==> config.mk <==
export PLATFORM = sky130hd
export DESIGN_NAME = jk_toggle_sr_flip_flops
export DESIGN_NICKNAME = d
export VERILOG_FILES = /design/src/inc/flop_pkg.sv /design/src/design/jk_toggle_sr_flip_flops.sv
export VERILOG_INCLUDE_DIRS = /design/src /design/src/inc
export SDC_FILE = /design/constraint.sdc
export NUM_CORES = 1
export LEC_CHECK = 0
export BUFFER_PORTS_ARGS = -buffer_cell sky130_fd_sc_hd__buf_2
export CAP_MARGIN = 20
export CELL_PAD_IN_SITES_DETAIL_PLACEMENT = 1
export CELL_PAD_IN_SITES_GLOBAL_PLACEMENT = 1
export CORE_ASPECT_RATIO = 1.5
export CORE_MARGIN = 8
export CORE_UTILIZATION = 52
export CTS_CLUSTER_SIZE = 16
export DETAILED_ROUTE_END_ITERATION = 10
export GPL_TIMING_DRIVEN = 0
export HOLD_SLACK_MARGIN = 0.15
export PLACE_DENSITY = 0.95
export RECOVER_POWER = 25
export SYNTH_ARGS = -nofsm -noshare
export SYNTH_HDL_FRONTEND = slang
export SYNTH_SLANG_ARGS = --single-unit
==> constraint.sdc <==
create_clock -name i_clock -period 4.35 [get_ports i_clock]
set_clock_uncertainty 0.05 [all_clocks]
set_input_delay 1.305 -clock i_clock [delete_from_list [all_inputs] [get_ports i_clock]]
set_output_delay 1.305 -clock i_clock [all_outputs]
set_load 0.01 [all_outputs]
==> src/inc/jk_toggle_sr_map.svh <==
// Register map, field positions, reset values and timing constants
// What this block does
// - JK flop holds one bit, updating only on rising clock, per j and k.
// - Toggle flop inverts its stored bit on a rising clock edge while data a is high, else holds it.
// - Set-reset flop captures only on rising clock edges.
// - Set-reset flop's captured value follows the s and r levels.
// - Every flop has asynchronous set and reset that need no clock edge.
// - Separate clock, set, reset delays; default 1 ns, at least 1 ps. Here counted in 25 ns clock cycles, default and minimum 1 cycle.
// - Rise or fall delay is added to the delay of the causing path.
// - True and inverted outputs; inverted is the complement except when unknown, then both are low.
// - Initial output state is a code 0 to 2, default 0.
// - JK: unknown clock, set or reset makes output unknown; j, k not.
// - Toggle: unknown clock, set or reset makes output unknown at once.
// - Set-reset: unknown clock, set or reset gives unknown output at once.
`ifndef JK_TOGGLE_SR_MAP_SVH
`define JK_TOGGLE_SR_MAP_SVH

// Register byte offsets
`define CFG_JK_OFS 8'h00
`define CFG_TOGGLE_OFS 8'h04
`define CFG_SR_OFS 8'h08
`define INIT_OFS 8'h0C
`define STATUS_OFS 8'h10

// Configuration fields
`define CLK_DLY_LSB 0
`define SET_DLY_LSB 8
`define RST_DLY_LSB 16
`define RISE_LSB 24
`define FALL_LSB 28

// Status fields
`define STAT_OUT_LSB 0
`define STAT_UNK_LSB 4
`define STAT_BUSY_LSB 8

// Timing in picoseconds and derived cycle counts
`define CLK_PERIOD_PS 25000
`define DELAY_DEF_PS 1000
`define DELAY_MIN_PS 1
`define DELAY_DEF_CYC ((`DELAY_DEF_PS + `CLK_PERIOD_PS - 1) / `CLK_PERIOD_PS)
`define DELAY_MIN_CYC ((`DELAY_MIN_PS + `CLK_PERIOD_PS - 1) / `CLK_PERIOD_PS)

// Reset values
`define CFG_RESET 32'h0001_0101
`define INIT_RESET 6'h00

// Bus responses
`define RESP_OKAY 2'h0
`define RESP_SLVERR 2'h2

`endif

==> src/inc/flop_pkg.sv <==
// Types shared by the flip-flop set
package flop_pkg;

  // Stored level of one flop
  typedef enum logic [1:0] {
    LEVEL_LOW = 2'b00,
    LEVEL_HIGH = 2'b01,
    LEVEL_UNKNOWN = 2'b10
  } level_t;

  // Output delay state
  typedef enum logic [0:0] {
    DLY_IDLE = 1'b0,
    DLY_WAIT = 1'b1
  } dly_state_t;

endpackage : flop_pkg

==> src/design/jk_toggle_sr_flip_flops.sv <==
// JK, toggle and set-reset flops with delays behind an AXI4-Lite slave
//
// Decided for this implementation: register access over AXI4-Lite and the register offsets.
`timescale 1ns/1ps
`include "jk_toggle_sr_map.svh"

module jk_toggle_sr_flip_flops (
  // Clock and reset
  input wire logic i_clock,
  input wire logic i_reset_n,
  // Flop pins, bit 0 JK, bit 1 toggle, bit 2 set-reset
  input wire logic [2:0] i_flop_clk,
  input wire logic [2:0] i_data_a,
  input wire logic [2:0] i_data_b,
  input wire logic [2:0] i_async_set,
  input wire logic [2:0] i_async_reset,
  input wire logic [2:0] i_ctl_unknown,
  output logic [2:0] o_out,
  output logic [2:0] o_out_n,
  output logic [2:0] o_out_unknown,
  // AXI4-Lite write channels
  input wire logic [7:0] i_axi_awaddr,
  input wire logic i_axi_awvalid,
  output logic o_axi_awready,
  input wire logic [31:0] i_axi_wdata,
  input wire logic [3:0] i_axi_wstrb,
  input wire logic i_axi_wvalid,
  output logic o_axi_wready,
  output logic [1:0] o_axi_bresp,
  output logic o_axi_bvalid,
  input wire logic i_axi_bready,
  // AXI4-Lite read channels
  input wire logic [7:0] i_axi_araddr,
  input wire logic i_axi_arvalid,
  output logic o_axi_arready,
  output logic [31:0] o_axi_rdata,
  output logic [1:0] o_axi_rresp,
  output logic o_axi_rvalid,
  input wire logic i_axi_rready
);

  // Bus slave state
  logic aw_held_q, aw_held_d;
  logic w_held_q, w_held_d;
  logic [7:0] awaddr_q, awaddr_d;
  logic [31:0] wdata_q, wdata_d;
  logic [3:0] wstrb_q, wstrb_d;
  logic bvalid_q, bvalid_d;
  logic [1:0] bresp_q, bresp_d;
  logic rvalid_q, rvalid_d;
  logic [1:0] rresp_q, rresp_d;
  logic [31:0] rdata_q, rdata_d;
  logic [31:0] cfg_q [3];
  logic [31:0] cfg_d [3];
  logic [5:0] init_q, init_d;
  logic init_load_q, init_load_d;
  logic [2:0] busy;
  logic do_write;

  // Handshake readies, one write and one read at a time
  assign o_axi_awready = !aw_held_q && !bvalid_q;
  assign o_axi_wready = !w_held_q && !bvalid_q;
  assign o_axi_arready = !rvalid_q;
  assign o_axi_bvalid = bvalid_q;
  assign o_axi_bresp = bresp_q;
  assign o_axi_rvalid = rvalid_q;
  assign o_axi_rresp = rresp_q;
  assign o_axi_rdata = rdata_q;
  assign do_write = aw_held_q && w_held_q && !bvalid_q;

  // Bus next state: capture, decode, answer
  always_comb begin
    aw_held_d = aw_held_q;
    w_held_d = w_held_q;
    awaddr_d = awaddr_q;
    wdata_d = wdata_q;
    wstrb_d = wstrb_q;
    bvalid_d = bvalid_q;
    bresp_d = bresp_q;
    rvalid_d = rvalid_q;
    rresp_d = rresp_q;
    rdata_d = rdata_q;
    cfg_d = cfg_q;
    init_d = init_q;
    init_load_d = 1'b0;
    if (i_axi_awvalid && o_axi_awready) begin
      aw_held_d = 1'b1;
      awaddr_d = i_axi_awaddr;
    end
    if (i_axi_wvalid && o_axi_wready) begin
      w_held_d = 1'b1;
      wdata_d = i_axi_wdata;
      wstrb_d = i_axi_wstrb;
    end
    if (do_write) begin
      aw_held_d = 1'b0;
      w_held_d = 1'b0;
      bvalid_d = 1'b1;
      bresp_d = `RESP_OKAY;
      case (awaddr_q)
        `CFG_JK_OFS, `CFG_TOGGLE_OFS, `CFG_SR_OFS: begin
          for (int b = 0; b < 4; b++) begin
            if (wstrb_q[b]) begin
              cfg_d[awaddr_q[3:2]][b*8 +: 8] = wdata_q[b*8 +: 8];
            end
          end
        end
        `INIT_OFS: begin
          if (wstrb_q[0]) begin
            init_d = wdata_q[5:0];
            init_load_d = 1'b1;
          end
        end
        `STATUS_OFS: begin
          bresp_d = `RESP_OKAY;
        end
        default: begin
          bresp_d = `RESP_SLVERR;
        end
      endcase
    end else if (bvalid_q && i_axi_bready) begin
      bvalid_d = 1'b0;
    end
    if (i_axi_arvalid && o_axi_arready) begin
      rvalid_d = 1'b1;
      rresp_d = `RESP_OKAY;
      rdata_d = 32'h0000_0000;
      case (i_axi_araddr)
        `CFG_JK_OFS: rdata_d = cfg_q[0];
        `CFG_TOGGLE_OFS: rdata_d = cfg_q[1];
        `CFG_SR_OFS: rdata_d = cfg_q[2];
        `INIT_OFS: rdata_d = {26'h0, init_q};
        `STATUS_OFS: begin
          rdata_d[`STAT_OUT_LSB +: 3] = o_out;
          rdata_d[`STAT_UNK_LSB +: 3] = o_out_unknown;
          rdata_d[`STAT_BUSY_LSB +: 3] = busy;
        end
        default: rresp_d = `RESP_SLVERR;
      endcase
    end else if (rvalid_q && i_axi_rready) begin
      rvalid_d = 1'b0;
    end
  end

  // Bus registers
  always_ff @(posedge i_clock or negedge i_reset_n) begin
    if (!i_reset_n) begin
      aw_held_q <= 1'b0;
      w_held_q <= 1'b0;
      awaddr_q <= 8'h00;
      wdata_q <= 32'h0000_0000;
      wstrb_q <= 4'h0;
      bvalid_q <= 1'b0;
      bresp_q <= `RESP_OKAY;
      rvalid_q <= 1'b0;
      rresp_q <= `RESP_OKAY;
      rdata_q <= 32'h0000_0000;
      cfg_q[0] <= `CFG_RESET;
      cfg_q[1] <= `CFG_RESET;
      cfg_q[2] <= `CFG_RESET;
      init_q <= `INIT_RESET;
      init_load_q <= 1'b0;
    end else begin
      aw_held_q <= aw_held_d;
      w_held_q <= w_held_d;
      awaddr_q <= awaddr_d;
      wdata_q <= wdata_d;
      wstrb_q <= wstrb_d;
      bvalid_q <= bvalid_d;
      bresp_q <= bresp_d;
      rvalid_q <= rvalid_d;
      rresp_q <= rresp_d;
      rdata_q <= rdata_d;
      cfg_q <= cfg_d;
      init_q <= init_d;
      init_load_q <= init_load_d;
    end
  end

  // One flop of each kind
  for (genvar v = 0; v < 3; v++) begin : g_flop
    logic [5:0] sync1_q, sync2_q;
    logic clk_prev_q;
    flop_pkg::level_t stored_q, stored_d;
    flop_pkg::level_t out_q, out_d;
    flop_pkg::level_t pend_q, pend_d;
    flop_pkg::dly_state_t st_q, st_d;
    logic [8:0] cnt_q, cnt_d;

    // Pin synchronisers; edge detector reads only the second stage
    always_ff @(posedge i_clock or negedge i_reset_n) begin
      if (!i_reset_n) begin
        sync1_q <= 6'h00;
        sync2_q <= 6'h00;
        clk_prev_q <= 1'b0;
      end else begin
        sync1_q <= {i_ctl_unknown[v], i_async_reset[v], i_async_set[v],
                    i_data_b[v], i_data_a[v], i_flop_clk[v]};
        sync2_q <= sync1_q;
        clk_prev_q <= sync2_q[0];
      end
    end

    // Next stored level, path delay and output timing
    always_comb begin
      flop_pkg::level_t inv;
      flop_pkg::level_t clk_val;
      flop_pkg::level_t nv;
      logic [7:0] dly;
      logic [3:0] ext;
      logic ev;
      inv = flop_pkg::LEVEL_UNKNOWN;
      clk_val = stored_q;
      nv = stored_q;
      dly = 8'h00;
      ext = 4'h0;
      ev = 1'b0;
      stored_d = stored_q;
      out_d = out_q;
      pend_d = pend_q;
      st_d = st_q;
      cnt_d = cnt_q;
      if (stored_q == flop_pkg::LEVEL_LOW) begin
        inv = flop_pkg::LEVEL_HIGH;
      end else if (stored_q == flop_pkg::LEVEL_HIGH) begin
        inv = flop_pkg::LEVEL_LOW;
      end
      // Value taken at a rising clock edge
      if (v == 1) begin
        clk_val = sync2_q[1] ? inv : stored_q;
      end else begin
        case (sync2_q[2:1])
          2'b00: clk_val = stored_q;
          2'b10: clk_val = flop_pkg::LEVEL_LOW;
          2'b01: clk_val = flop_pkg::LEVEL_HIGH;
          2'b11: clk_val = (v == 0) ? inv : flop_pkg::LEVEL_UNKNOWN;
          default: clk_val = stored_q;
        endcase
      end
      // Pending output change counts down
      case (st_q)
        flop_pkg::DLY_IDLE: st_d = flop_pkg::DLY_IDLE;
        flop_pkg::DLY_WAIT: begin
          if (cnt_q <= 9'h001) begin
            out_d = pend_q;
            st_d = flop_pkg::DLY_IDLE;
          end else begin
            cnt_d = cnt_q - 9'h001;
          end
        end
        default: st_d = flop_pkg::DLY_IDLE;
      endcase
      // Cause of a change, asynchronous controls first
      if (sync2_q[4]) begin
        ev = 1'b1;
        nv = sync2_q[3] ? flop_pkg::LEVEL_UNKNOWN : flop_pkg::LEVEL_LOW;
        dly = cfg_q[v][`RST_DLY_LSB +: 8];
      end else if (sync2_q[3]) begin
        ev = 1'b1;
        nv = flop_pkg::LEVEL_HIGH;
        dly = cfg_q[v][`SET_DLY_LSB +: 8];
      end else if (sync2_q[0] && !clk_prev_q) begin
        ev = 1'b1;
        nv = clk_val;
        dly = cfg_q[v][`CLK_DLY_LSB +: 8];
      end
      if (nv == flop_pkg::LEVEL_HIGH) begin
        ext = cfg_q[v][`RISE_LSB +: 4];
      end else if (nv == flop_pkg::LEVEL_LOW) begin
        ext = cfg_q[v][`FALL_LSB +: 4];
      end
      if (dly < 8'(`DELAY_MIN_CYC)) begin
        dly = 8'(`DELAY_MIN_CYC);
      end
      if (ev && nv != stored_q) begin
        stored_d = nv;
        pend_d = nv;
        cnt_d = {1'b0, dly} + {5'h00, ext};
        st_d = flop_pkg::DLY_WAIT;
      end
      // Unknown control level overrides at once
      if (sync2_q[5]) begin
        stored_d = flop_pkg::LEVEL_UNKNOWN;
        out_d = flop_pkg::LEVEL_UNKNOWN;
        st_d = flop_pkg::DLY_IDLE;
      end
      // Software reload of the initial state
      if (init_load_q) begin
        case (init_q[v*2 +: 2])
          2'h1: stored_d = flop_pkg::LEVEL_HIGH;
          2'h2: stored_d = flop_pkg::LEVEL_UNKNOWN;
          default: stored_d = flop_pkg::LEVEL_LOW;
        endcase
        out_d = stored_d;
        st_d = flop_pkg::DLY_IDLE;
      end
    end

    // Flop state registers
    always_ff @(posedge i_clock or negedge i_reset_n) begin
      if (!i_reset_n) begin
        stored_q <= flop_pkg::LEVEL_LOW;
        out_q <= flop_pkg::LEVEL_LOW;
        pend_q <= flop_pkg::LEVEL_LOW;
        st_q <= flop_pkg::DLY_IDLE;
        cnt_q <= 9'h000;
      end else begin
        stored_q <= stored_d;
        out_q <= out_d;
        pend_q <= pend_d;
        st_q <= st_d;
        cnt_q <= cnt_d;
      end
    end

    // Outputs decoded from the output level register
    assign o_out[v] = (out_q == flop_pkg::LEVEL_HIGH);
    assign o_out_n[v] = (out_q == flop_pkg::LEVEL_LOW);
    assign o_out_unknown[v] = (out_q == flop_pkg::LEVEL_UNKNOWN);
    assign busy[v] = (st_q == flop_pkg::DLY_WAIT);
  end

endmodule : jk_toggle_sr_flip_flops

==> results.txt, run 1 <==
The run finished, with violations left. The checks that failed: max-capacitance violations, max-slew violations. The accumulated negative setup slack was 0 ns. In this run the cell area of the synthesized design comes to 0.01321 mm^2.

After synthesis, the most frequently instantiated cells are 261 x sky130_fd_sc_hd__dfrtp_1, 164 x sky130_fd_sc_hd__mux2_2, 82 x sky130_fd_sc_hd__nand2_1. Once detail routing completed, the nets flagged for antenna violations numbered 0. Largest net degree at the start of global routing: 114.

The initialized floorplan defines 71 standard-cell rows. Excluding fillers, the count of instances in the completed layout stands at 1662. The fraction of power spent switching nets is 0.3348, and the portion of total power attributed to combinational logic is 0.213.

For this block, the initial DRC count from the detailed router was 855. Area added between synthesis and finish: 14.38%. The critical path startpoint category was a flip-flop. Count of hold-fix buffers inserted at cts: 0. The wire length per cell after detailed routing is 27.23 um. The smallest clock period supported by the final layout is computed as 3.986 ns. The sum of net half-perimeters after detailed placement is 32820 um.

The number of hold-slack violations in the final timing report was 0. The post-route clock period utilization is 0.9163, and the number of vias after detailed routing is 10516. Critical path class: reg2reg. For this run, the post-layout net count is 1412. The portion of synthesized cell area occupied by the leading cell type works out to 0.4943. For this design the total switching power over the nets is 2478 uW.

The worst setup path is captured at a flip-flop. The top cell family by delay on the critical path is compound AO/OA/AOI/OAI gates. For the internal power contribution, the log shows 4924 uW. VDD sags by at most 0.3965 mV. After detailed routing, the number of remaining DRC violations is 0. The final number of setup-violating endpoints was 0; the global-route wire length before repair was 70750 um. Counting along the longest clock path gives a buffer depth of 3.

The share of synthesized registers carrying an async set or reset works out to 1.000. The overall die height was 211.2 um; the I/O pin count was 127. The run gives 45260 um as the detailed-route wire length. The core region is 0.02505 mm^2. The number of clock buffers added by TritonCTS is 26.

The total clock sinks was 270; the clock transition at the registers of the reported paths was 0.07 ns. The signal on the critical path passes through clkbuf_1 -> clkbuf_1 -> nand2_1 -> nand3_1 -> o21ai_0 -> o211ai_1 -> o211ai_1 -> ha_1 -> fa_1 -> a21o_1 -> a21oi_1 -> nand3b_1 -> xnor2_1 -> mux2i_1. The number of max-capacitance violations reported came out at 1. Clock latency on the worst-skew pair, taken at its later pin, is 0.55 ns. The tools report the worst relative slew slack as -0.2719. In this run the most critical hold path is launched from g_flop[2].sync1_q[2]. The combined global-route utilization of all metal layers came out at 0.2942. The utilization of the core after routing is 0.6032, and the number of flops mapped to enable cells by yosys is 0. The run gives 0 as the post-CTS repair timing setup buffer count. Among all flip-flop cells after synthesis, the most frequent one is sky130_fd_sc_hd__dfrtp_1. The number of global-route vias before repair came out at 11828. The worst hold path belongs to the class reg2reg. Synthesis handed over a netlist of 1160 instances.

Including well taps, the total number of placed cells is 1614. The fraction of final layout cells sized beyond drive strength 1 is 0.2864. The Yosys step of the flow raised 0 warnings.

The count of pins over their slew limit was 73. The library cell with the largest summed area after synthesis was sky130_fd_sc_hd__dfrtp_1. The endpoint required time on the critical path was 4.71 ns; the share of the yosys chip area belonging to registers was 0.5122. Counting both buffers and inverters, the worst setup path holds a total of 2. The tools report the clock share of power as 0.306.

Slowest stage cell on the critical path: sky130_fd_sc_hd__clkbuf_1. The die is 146.2 um wide. Along the worst path, the maximum fanout reaches 10.

Total power for the finished layout comes to 7402 uW. TritonCTS built the clock tree. The first detailed-routing pass took 7 iterations.

The mean instance size in the synthesized netlist is 11.39 um^2. The run gives 0.03087 mm^2 as the overall die area. The data arrival time of the worst path was 4.34 ns. Tracing the worst setup path back leads to its startpoint at g_flop[1].sync2_q[3]. During placement, the flow inserted port buffers numbering 123. The number of cells upsized or downsized after cts was 0. The tools report the count of fill cells added during filler insertion as 2713.

The synthesis-stage register bit count works out to 270. The final antenna diode count is 0, and the largest stage delay on the critical path is 0.48 ns. Global routing finished with a remaining overflow of 0.

The level count of the clock H-tree was 1; the number of distinct library cells after synthesis was 71. The analysis attributes to cell leakage a power of 0.007162 uW. Dividing total power by cell area gives a power density of 489.8 mW/mm^2.

At the end of routability-driven placement, the weighted congestion stood at 0.9973. The initial antenna violation count was 0; the setup slack of the most critical reg-to-reg path was 0.36 ns. The startpoint of the worst register-to-register path is g_flop[1].sync2_q[3]. In the post-synthesis netlist, the biggest area contributors are sky130_fd_sc_hd__dfrtp_1 49%, sky130_fd_sc_hd__mux2_2 14%, sky130_fd_sc_hd__mux2i_1 3.9%, sky130_fd_sc_hd__a21oi_1 3.0%, sky130_fd_sc_hd__o21ai_0 2.7%. The effective utilization at floorplan is 0.5274. The detail-routed via count per cell works out to 6.327. Setup repair after global routing left no endpoint under its margin. Derived from the worst setup path, the maximum achievable clock frequency is 250.9 MHz. The cell sitting at the root of the clock tree is a sky130_fd_sc_hd__clkbuf_16. Share of power burned in registers: 0.482. The slew at the pin closest to its max-slew limit came out at 1.908 ns. sky130_fd_sc_hd__dfrtp_1 is the most common cell in the netlist.
==> stage by stage <==
stage,cell area [um^2],hold slack [ns],worst slack [ns]
2_1_floorplan,13220,0.2812,1.356
3_3_place_gp,14240,0.2836,-2.705
3_5_place_dp,14310,0.2878,0.2943
4_1_cts,15140,0.3002,0.2676
5_1_grt,15110,0.2988,0.1914
6_report,15110,0.2958,0.3642
==> state kept, by name, indices dropped and copies added, names as in the netlist <==
register and cells:
o_axi_rresp 1, aw_held_q 1, g_flop.cnt_q 27, o_axi_rvalid 1
g_flop.out_q 6, awaddr_q 8, o_axi_bvalid 1, wdata_q 32
g_flop.sync1_q 17, init_load_q 1, g_flop.stored_q 6, wstrb_q 4
g_flop.pend_q 6, init_q 6, o_axi_rdata 32, g_flop.clk_prev_q 3
g_flop.st_q 3, cfg_q 96, w_held_q 1, o_axi_bresp 1
g_flop.sync2_q 17
==> power groups by stage <==
stage | registers, uW | clock network [uW] | logic, uW
floorplan | 3280 | 0 | 1090
global route | 3600 | 2350 | 1700
CTS | 3540 | 2270 | 1580
global placement | 3490 | 0 | 1420
detailed placement | 3560 | 0 | 1530
finish | 3560 | 2260 | 1570
==> worst paths after layout <==
check,to,cells past startpoint
setup / recovery,g_flop[1].cnt_q[6],14
hold / removal,g_flop[2].sync2_q[2],0
setup reg to reg,g_flop[1].cnt_q[6],14
hold reg to reg,g_flop[2].sync2_q[2],0
max in group asynchronous,cfg_q[57],2
min in group asynchronous,g_flop[1].sync1_q[1],1
==> routing by layer <==
metal / vias to the layer above / track usage / part of all wire / wire length, um
met2: 455 / 0.5237 / 0.52 / 23500
met5: - / 0 / 0 / 0
met3: 190 / 0.05403 / 0.055 / 2498
met1: 5392 / 0.3212 / 0.36 / 16260
met4: 0 / 0.1775 / 0.066 / 3005
li1: 4479 / - / - / -
==> cell usage in the layout (no fill, tap or decap), types with 5 or more instances in the layout <==
cell type and count:
sky130_fd_sc_hd__dfrtp_1 261, sky130_fd_sc_hd__mux2_2 164, sky130_fd_sc_hd__buf_2 140, sky130_fd_sc_hd__nand2_1 82, sky130_fd_sc_hd__a21oi_1 78, sky130_fd_sc_hd__nor2_1 72, sky130_fd_sc_hd__o21ai_0 72, sky130_fd_sc_hd__mux2i_1 52
sky130_fd_sc_hd__clkbuf_16 27, sky130_fd_sc_hd__xnor2_1 26, sky130_fd_sc_hd__clkbuf_1 24, sky130_fd_sc_hd__inv_1 22, sky130_fd_sc_hd__nand2b_1 21, sky130_fd_sc_hd__nor3_1 20, sky130_fd_sc_hd__nand3_1 19, sky130_fd_sc_hd__nor2b_1 18
sky130_fd_sc_hd__ha_1 18, sky130_fd_sc_hd__a2bb2oi_1 13, sky130_fd_sc_hd__nor4_1 10, sky130_fd_sc_hd__a21o_1 10, sky130_fd_sc_hd__clkinv_2 10, sky130_fd_sc_hd__a22oi_1 9, sky130_fd_sc_hd__xor2_1 9, sky130_fd_sc_hd__dfstp_2 9
sky130_fd_sc_hd__nand3b_1 8, sky130_fd_sc_hd__nand4bb_1 8, sky130_fd_sc_hd__o211ai_1 7, sky130_fd_sc_hd__a22o_1 7, sky130_fd_sc_hd__nor3b_1 6, sky130_fd_sc_hd__o22ai_1 6, sky130_fd_sc_hd__o211a_1 5, sky130_fd_sc_hd__and2_1 5
sky130_fd_sc_hd__and3_1 5
==> worst register-to-register path, delay by kind of cell (launching register included) <==
| family | cells | cell delay, ns |
|---|---|---|
| AO/OA/AOI/OAI | 5 | 0.96 |
| XOR/XNOR | 1 | 0.14 |
| adder cells (fa/ha/maj) | 2 | 0.65 |
| buffers and inverters | 2 | 0.91 |
| flip-flops | 1 | 0.45 |
| multiplexers | 1 | 0.11 |
| AND/OR/NAND/NOR | 3 | 0.58 |
==> cell type report <==
class	instances	area, um^2	share of cell area
Sequential cell	270	6768	0.4478
Multi-Input combinational cell	821	6147	0.4068
Clock buffer	33	718.2	0.04752
Timing Repair Buffer	125	650.6	0.04305
Tap cell	328	410.4	0.02716
Buffer	46	214.0	0.01416
Clock inverter	15	113.9	0.007534
Inverter	24	90.09	0.005961
==> kinds of logic after synthesis <==
group	after synthesis	synth area share
flops	270	0.5122
compound gates	250	0.1207
mux	219	0.1831
simple gates	294	0.1157
other cells	1	0.0002838
xor+xnor	35	0.02320
buf+inv	70	0.02311
fa+ha+maj	21	0.02159
No activity file was read; power rests on OpenSTA's default activity.
==> run 2: changes to the inputs <==
- BUFFER_PORTS_ARGS: -buffer_cell sky130_fd_sc_hd__buf_2 -> unset
- CORE_UTILIZATION: 52 -> 55
- DONT_BUFFER_PORTS: unset -> 1
==> run 2 against run 1 <==
Against the previous run:
- the flow now finishes without violations
- combinational power decreased by 8%
- register-to-register slack better by 0.09 ns
- wire length is 4.2% lower
- clock-buffer cell count is 3 higher
- non-clock buffer count fell by 124
- worst setup slack gained 0.088 ns
- die area down 5.0%
==> results.txt, run 2 (same netlist as run 1, synthesis figures left out) <==
The number of hold-slack violations in the final timing report is 0, and the accumulated negative setup slack is 0 ns. The clock latency at the later pin of the worst-skew pair is 0.54 ns, and the total clock sinks is 270. For the effective utilization at floorplan, the log shows 0.5586. The floorplan step set the die height to 205.8 um. In this run, CTS created clock tree buffers numbering 26. For the overall die area, the log shows 0.02934 mm^2. For this run, the detailed router's first-pass iteration total came to 5. The analysis attributes to net switching a power of 2412 uW. Wires add up to 43360 um. The wire length per cell after detailed routing came out at 28.36 um.

The detail route stage leaves a number of antenna-violating nets equal to 0. 0 antenna diodes ended up in the layout. The run gives 9870 as the number of vias after detailed routing.

The clock transition at the registers of the reported paths came out at 0.06 ns. Area added between synthesis and finish: 9.546%. After detailed routing, the number of remaining DRC violations is 0. At the end of the flow, the number of nets in the layout was 1288. Excluding fillers, the count of instances in the completed layout stands at 1529. The fraction of final layout cells sized beyond drive strength 1 came out at 0.2140. The logs give 0 for the initial antenna violation count and 67390 um for the global-route wire length before repair. The count of buffers from port buffering is 0. Hold is met by 0.2978 ns.

The largest net degree at the start of global routing is 271. Level count of the clock H-tree: 1. In the layout the commonest cells are 261 x sky130_fd_sc_hd__dfrtp_1, 164 x sky130_fd_sc_hd__mux2_2, 82 x sky130_fd_sc_hd__nand2_1. The tools report the number of cells upsized or downsized after cts as 0. In this run the worst hold path is classified as reg2reg. The sort of element at the end of the critical path was a flip-flop. The analysis attributes to cell leakage a power of 0.006607 uW. In this run the clock root is driven by a sky130_fd_sc_hd__clkbuf_16. The share of power burned in registers is 0.493. TritonCTS built the clock tree. The fraction of power spent switching nets is 0.3305, and the post-CTS repair timing setup buffer count is 0. For the worst setup path, the data arrival time is 4.24 ns.

The run gives 127 as the I/O pin count. The cell area power density was 504.1 mW/mm^2; the sum of net half-perimeters after detailed placement was 31450 um. The top fanout value on the critical path is 10.

Setup repair after global routing left no endpoint under its margin. Largest register by flop count: cfg_q. The combined global-route utilization of all metal layers was 0.3036. For the total grt overflow, the log shows 0.

The number of global-route vias before repair is 11048. The worst relative slew slack is 0.4145. The flow ran to the end, and the final reports show no timing, DRC or antenna violations. The floorplan has 69 rows. From left edge to right edge, the die measures 142.6 um. After layout, the minimum clock period comes to 3.898 ns. The number of flip-flops under the largest register name was 96; the placeable core region was 0.02366 mm^2. Internal power comes to 4885 uW. For the clock share of power, the log shows 0.308. The maximum clock path buffer count was 3; the maximum achievable frequency was 256.5 MHz.

The count of hold-fix buffers inserted at cts was 0. The most common cell after layout, fill and taps aside was sky130_fd_sc_hd__dfrtp_1. Detail-routed via count per cell: 6.455. Summing all non-filler instances in the final layout gives an area of 0.01447 mm^2.

Post-route clock period utilization: 0.8961. The slew at the pin closest to its max-slew limit came out at 0.8730 ns. The tools report the count of fill cells added during filler insertion as 2507. The endpoint required time on the critical path is 4.69 ns, and the number of max-capacitance violations reported is 0. The critical path class is reg2reg. The portion of total power attributed to combinational logic is 0.199, and the largest vdd supply drop is 0.4668 mV.

STA classifies the critical path startpoint as a flip-flop. In this run the cell area measured after placement is 0.01362 mm^2. Setup violations remaining at the end of the flow were counted as 0. Number of placed instances, taps included: 1480. The final weighted congestion in routability-driven placement was 0.9839; the count of pins over their slew limit was 0.

The number of violations reported at the end of detailed-routing iteration 0 was 657. For the utilization of the core after routing, the log shows 0.6119.
run 2: changes by cell type in the layout (fill, tap and decap cells not counted), sizes merged:
cell      before  now
buf          149   27
clkinv        15   10
inv           22   23
bufinv         1    0
clkbuf        55   56
clkinvlp       1    3
run 2: worst max-delay path: stages (launching register included):
cell,delay (ns)
sky130_fd_sc_hd__dfrtp_1,0.44
sky130_fd_sc_hd__clkbuf_1,0.36
sky130_fd_sc_hd__clkbuf_1,0.47
sky130_fd_sc_hd__o21ai_1,0.23
sky130_fd_sc_hd__clkbuf_8,0.23
sky130_fd_sc_hd__o21ai_0,0.21
sky130_fd_sc_hd__a21oi_1,0.15
sky130_fd_sc_hd__ha_1,0.26
sky130_fd_sc_hd__fa_1,0.40
sky130_fd_sc_hd__a21o_1,0.19
sky130_fd_sc_hd__a21oi_1,0.33
sky130_fd_sc_hd__nand3b_1,0.18
sky130_fd_sc_hd__xnor2_1,0.13
sky130_fd_sc_hd__mux2i_1,0.11
run 2: worst paths after layout:
check / start / slack (ns) / end / cells past startpoint
setup / recovery: g_flop[1].sync2_q[3] / 0.45 / g_flop[1].cnt_q[6] / 13
hold / removal: g_flop[2].sync1_q[0] / 0.30 / g_flop[2].sync2_q[0] / 0
setup reg to reg: g_flop[1].sync2_q[3] / 0.45 / g_flop[1].cnt_q[6] / 13
hold reg to reg: g_flop[2].sync1_q[0] / 0.30 / g_flop[2].sync2_q[0] / 0
max in group asynchronous: i_reset_n / 3.32 / g_flop[2].cnt_q[2] / 0
min in group asynchronous: i_reset_n / 0.42 / cfg_q[65] / 0
run 2: power by group through the flow:
stage	Clock (uW)	Sequential [uW]	Combinational (uW)
floorplan	0	3280	1090
global placement	0	3510	1290
detailed placement	0	3580	1400
CTS	2270	3560	1450
global route	2360	3630	1570
finish	2250	3600	1450
run 2: layer usage:
metal / GRT usage / vias up / wire [um] / part of all wire
met1: 0.3346 / 5065 / 15690 / 0.36
li1: - / 4242 / - / -
met2: 0.5258 / 391 / 21880 / 0.50
met5: 0 / - / 0 / 0
met4: 0.2103 / 0 / 3388 / 0.078
met3: 0.05016 / 172 / 2406 / 0.055
run 2: area by class of cell:
class	count	area, um^2	area share
buffer	46	215.2	0.01487
clock buffer	36	769.5	0.05316
clock inverter	12	75.07	0.005187
inverter	24	90.09	0.006224
multi-input combinational	821	6143	0.4244
sequential	270	6768	0.4676
tap	319	399.1	0.02758
timing repair buffer	1	13.76	0.0009509
run 2: through the flow:
stage,power [uW],setup WS (ns)
2_1_floorplan,4375,1.356
3_3_place_gp,4800,0.4667
3_5_place_dp,4982,0.3016
4_1_cts,7273,0.2260
5_1_grt,7553,0.2903
6_report,7297,0.4519
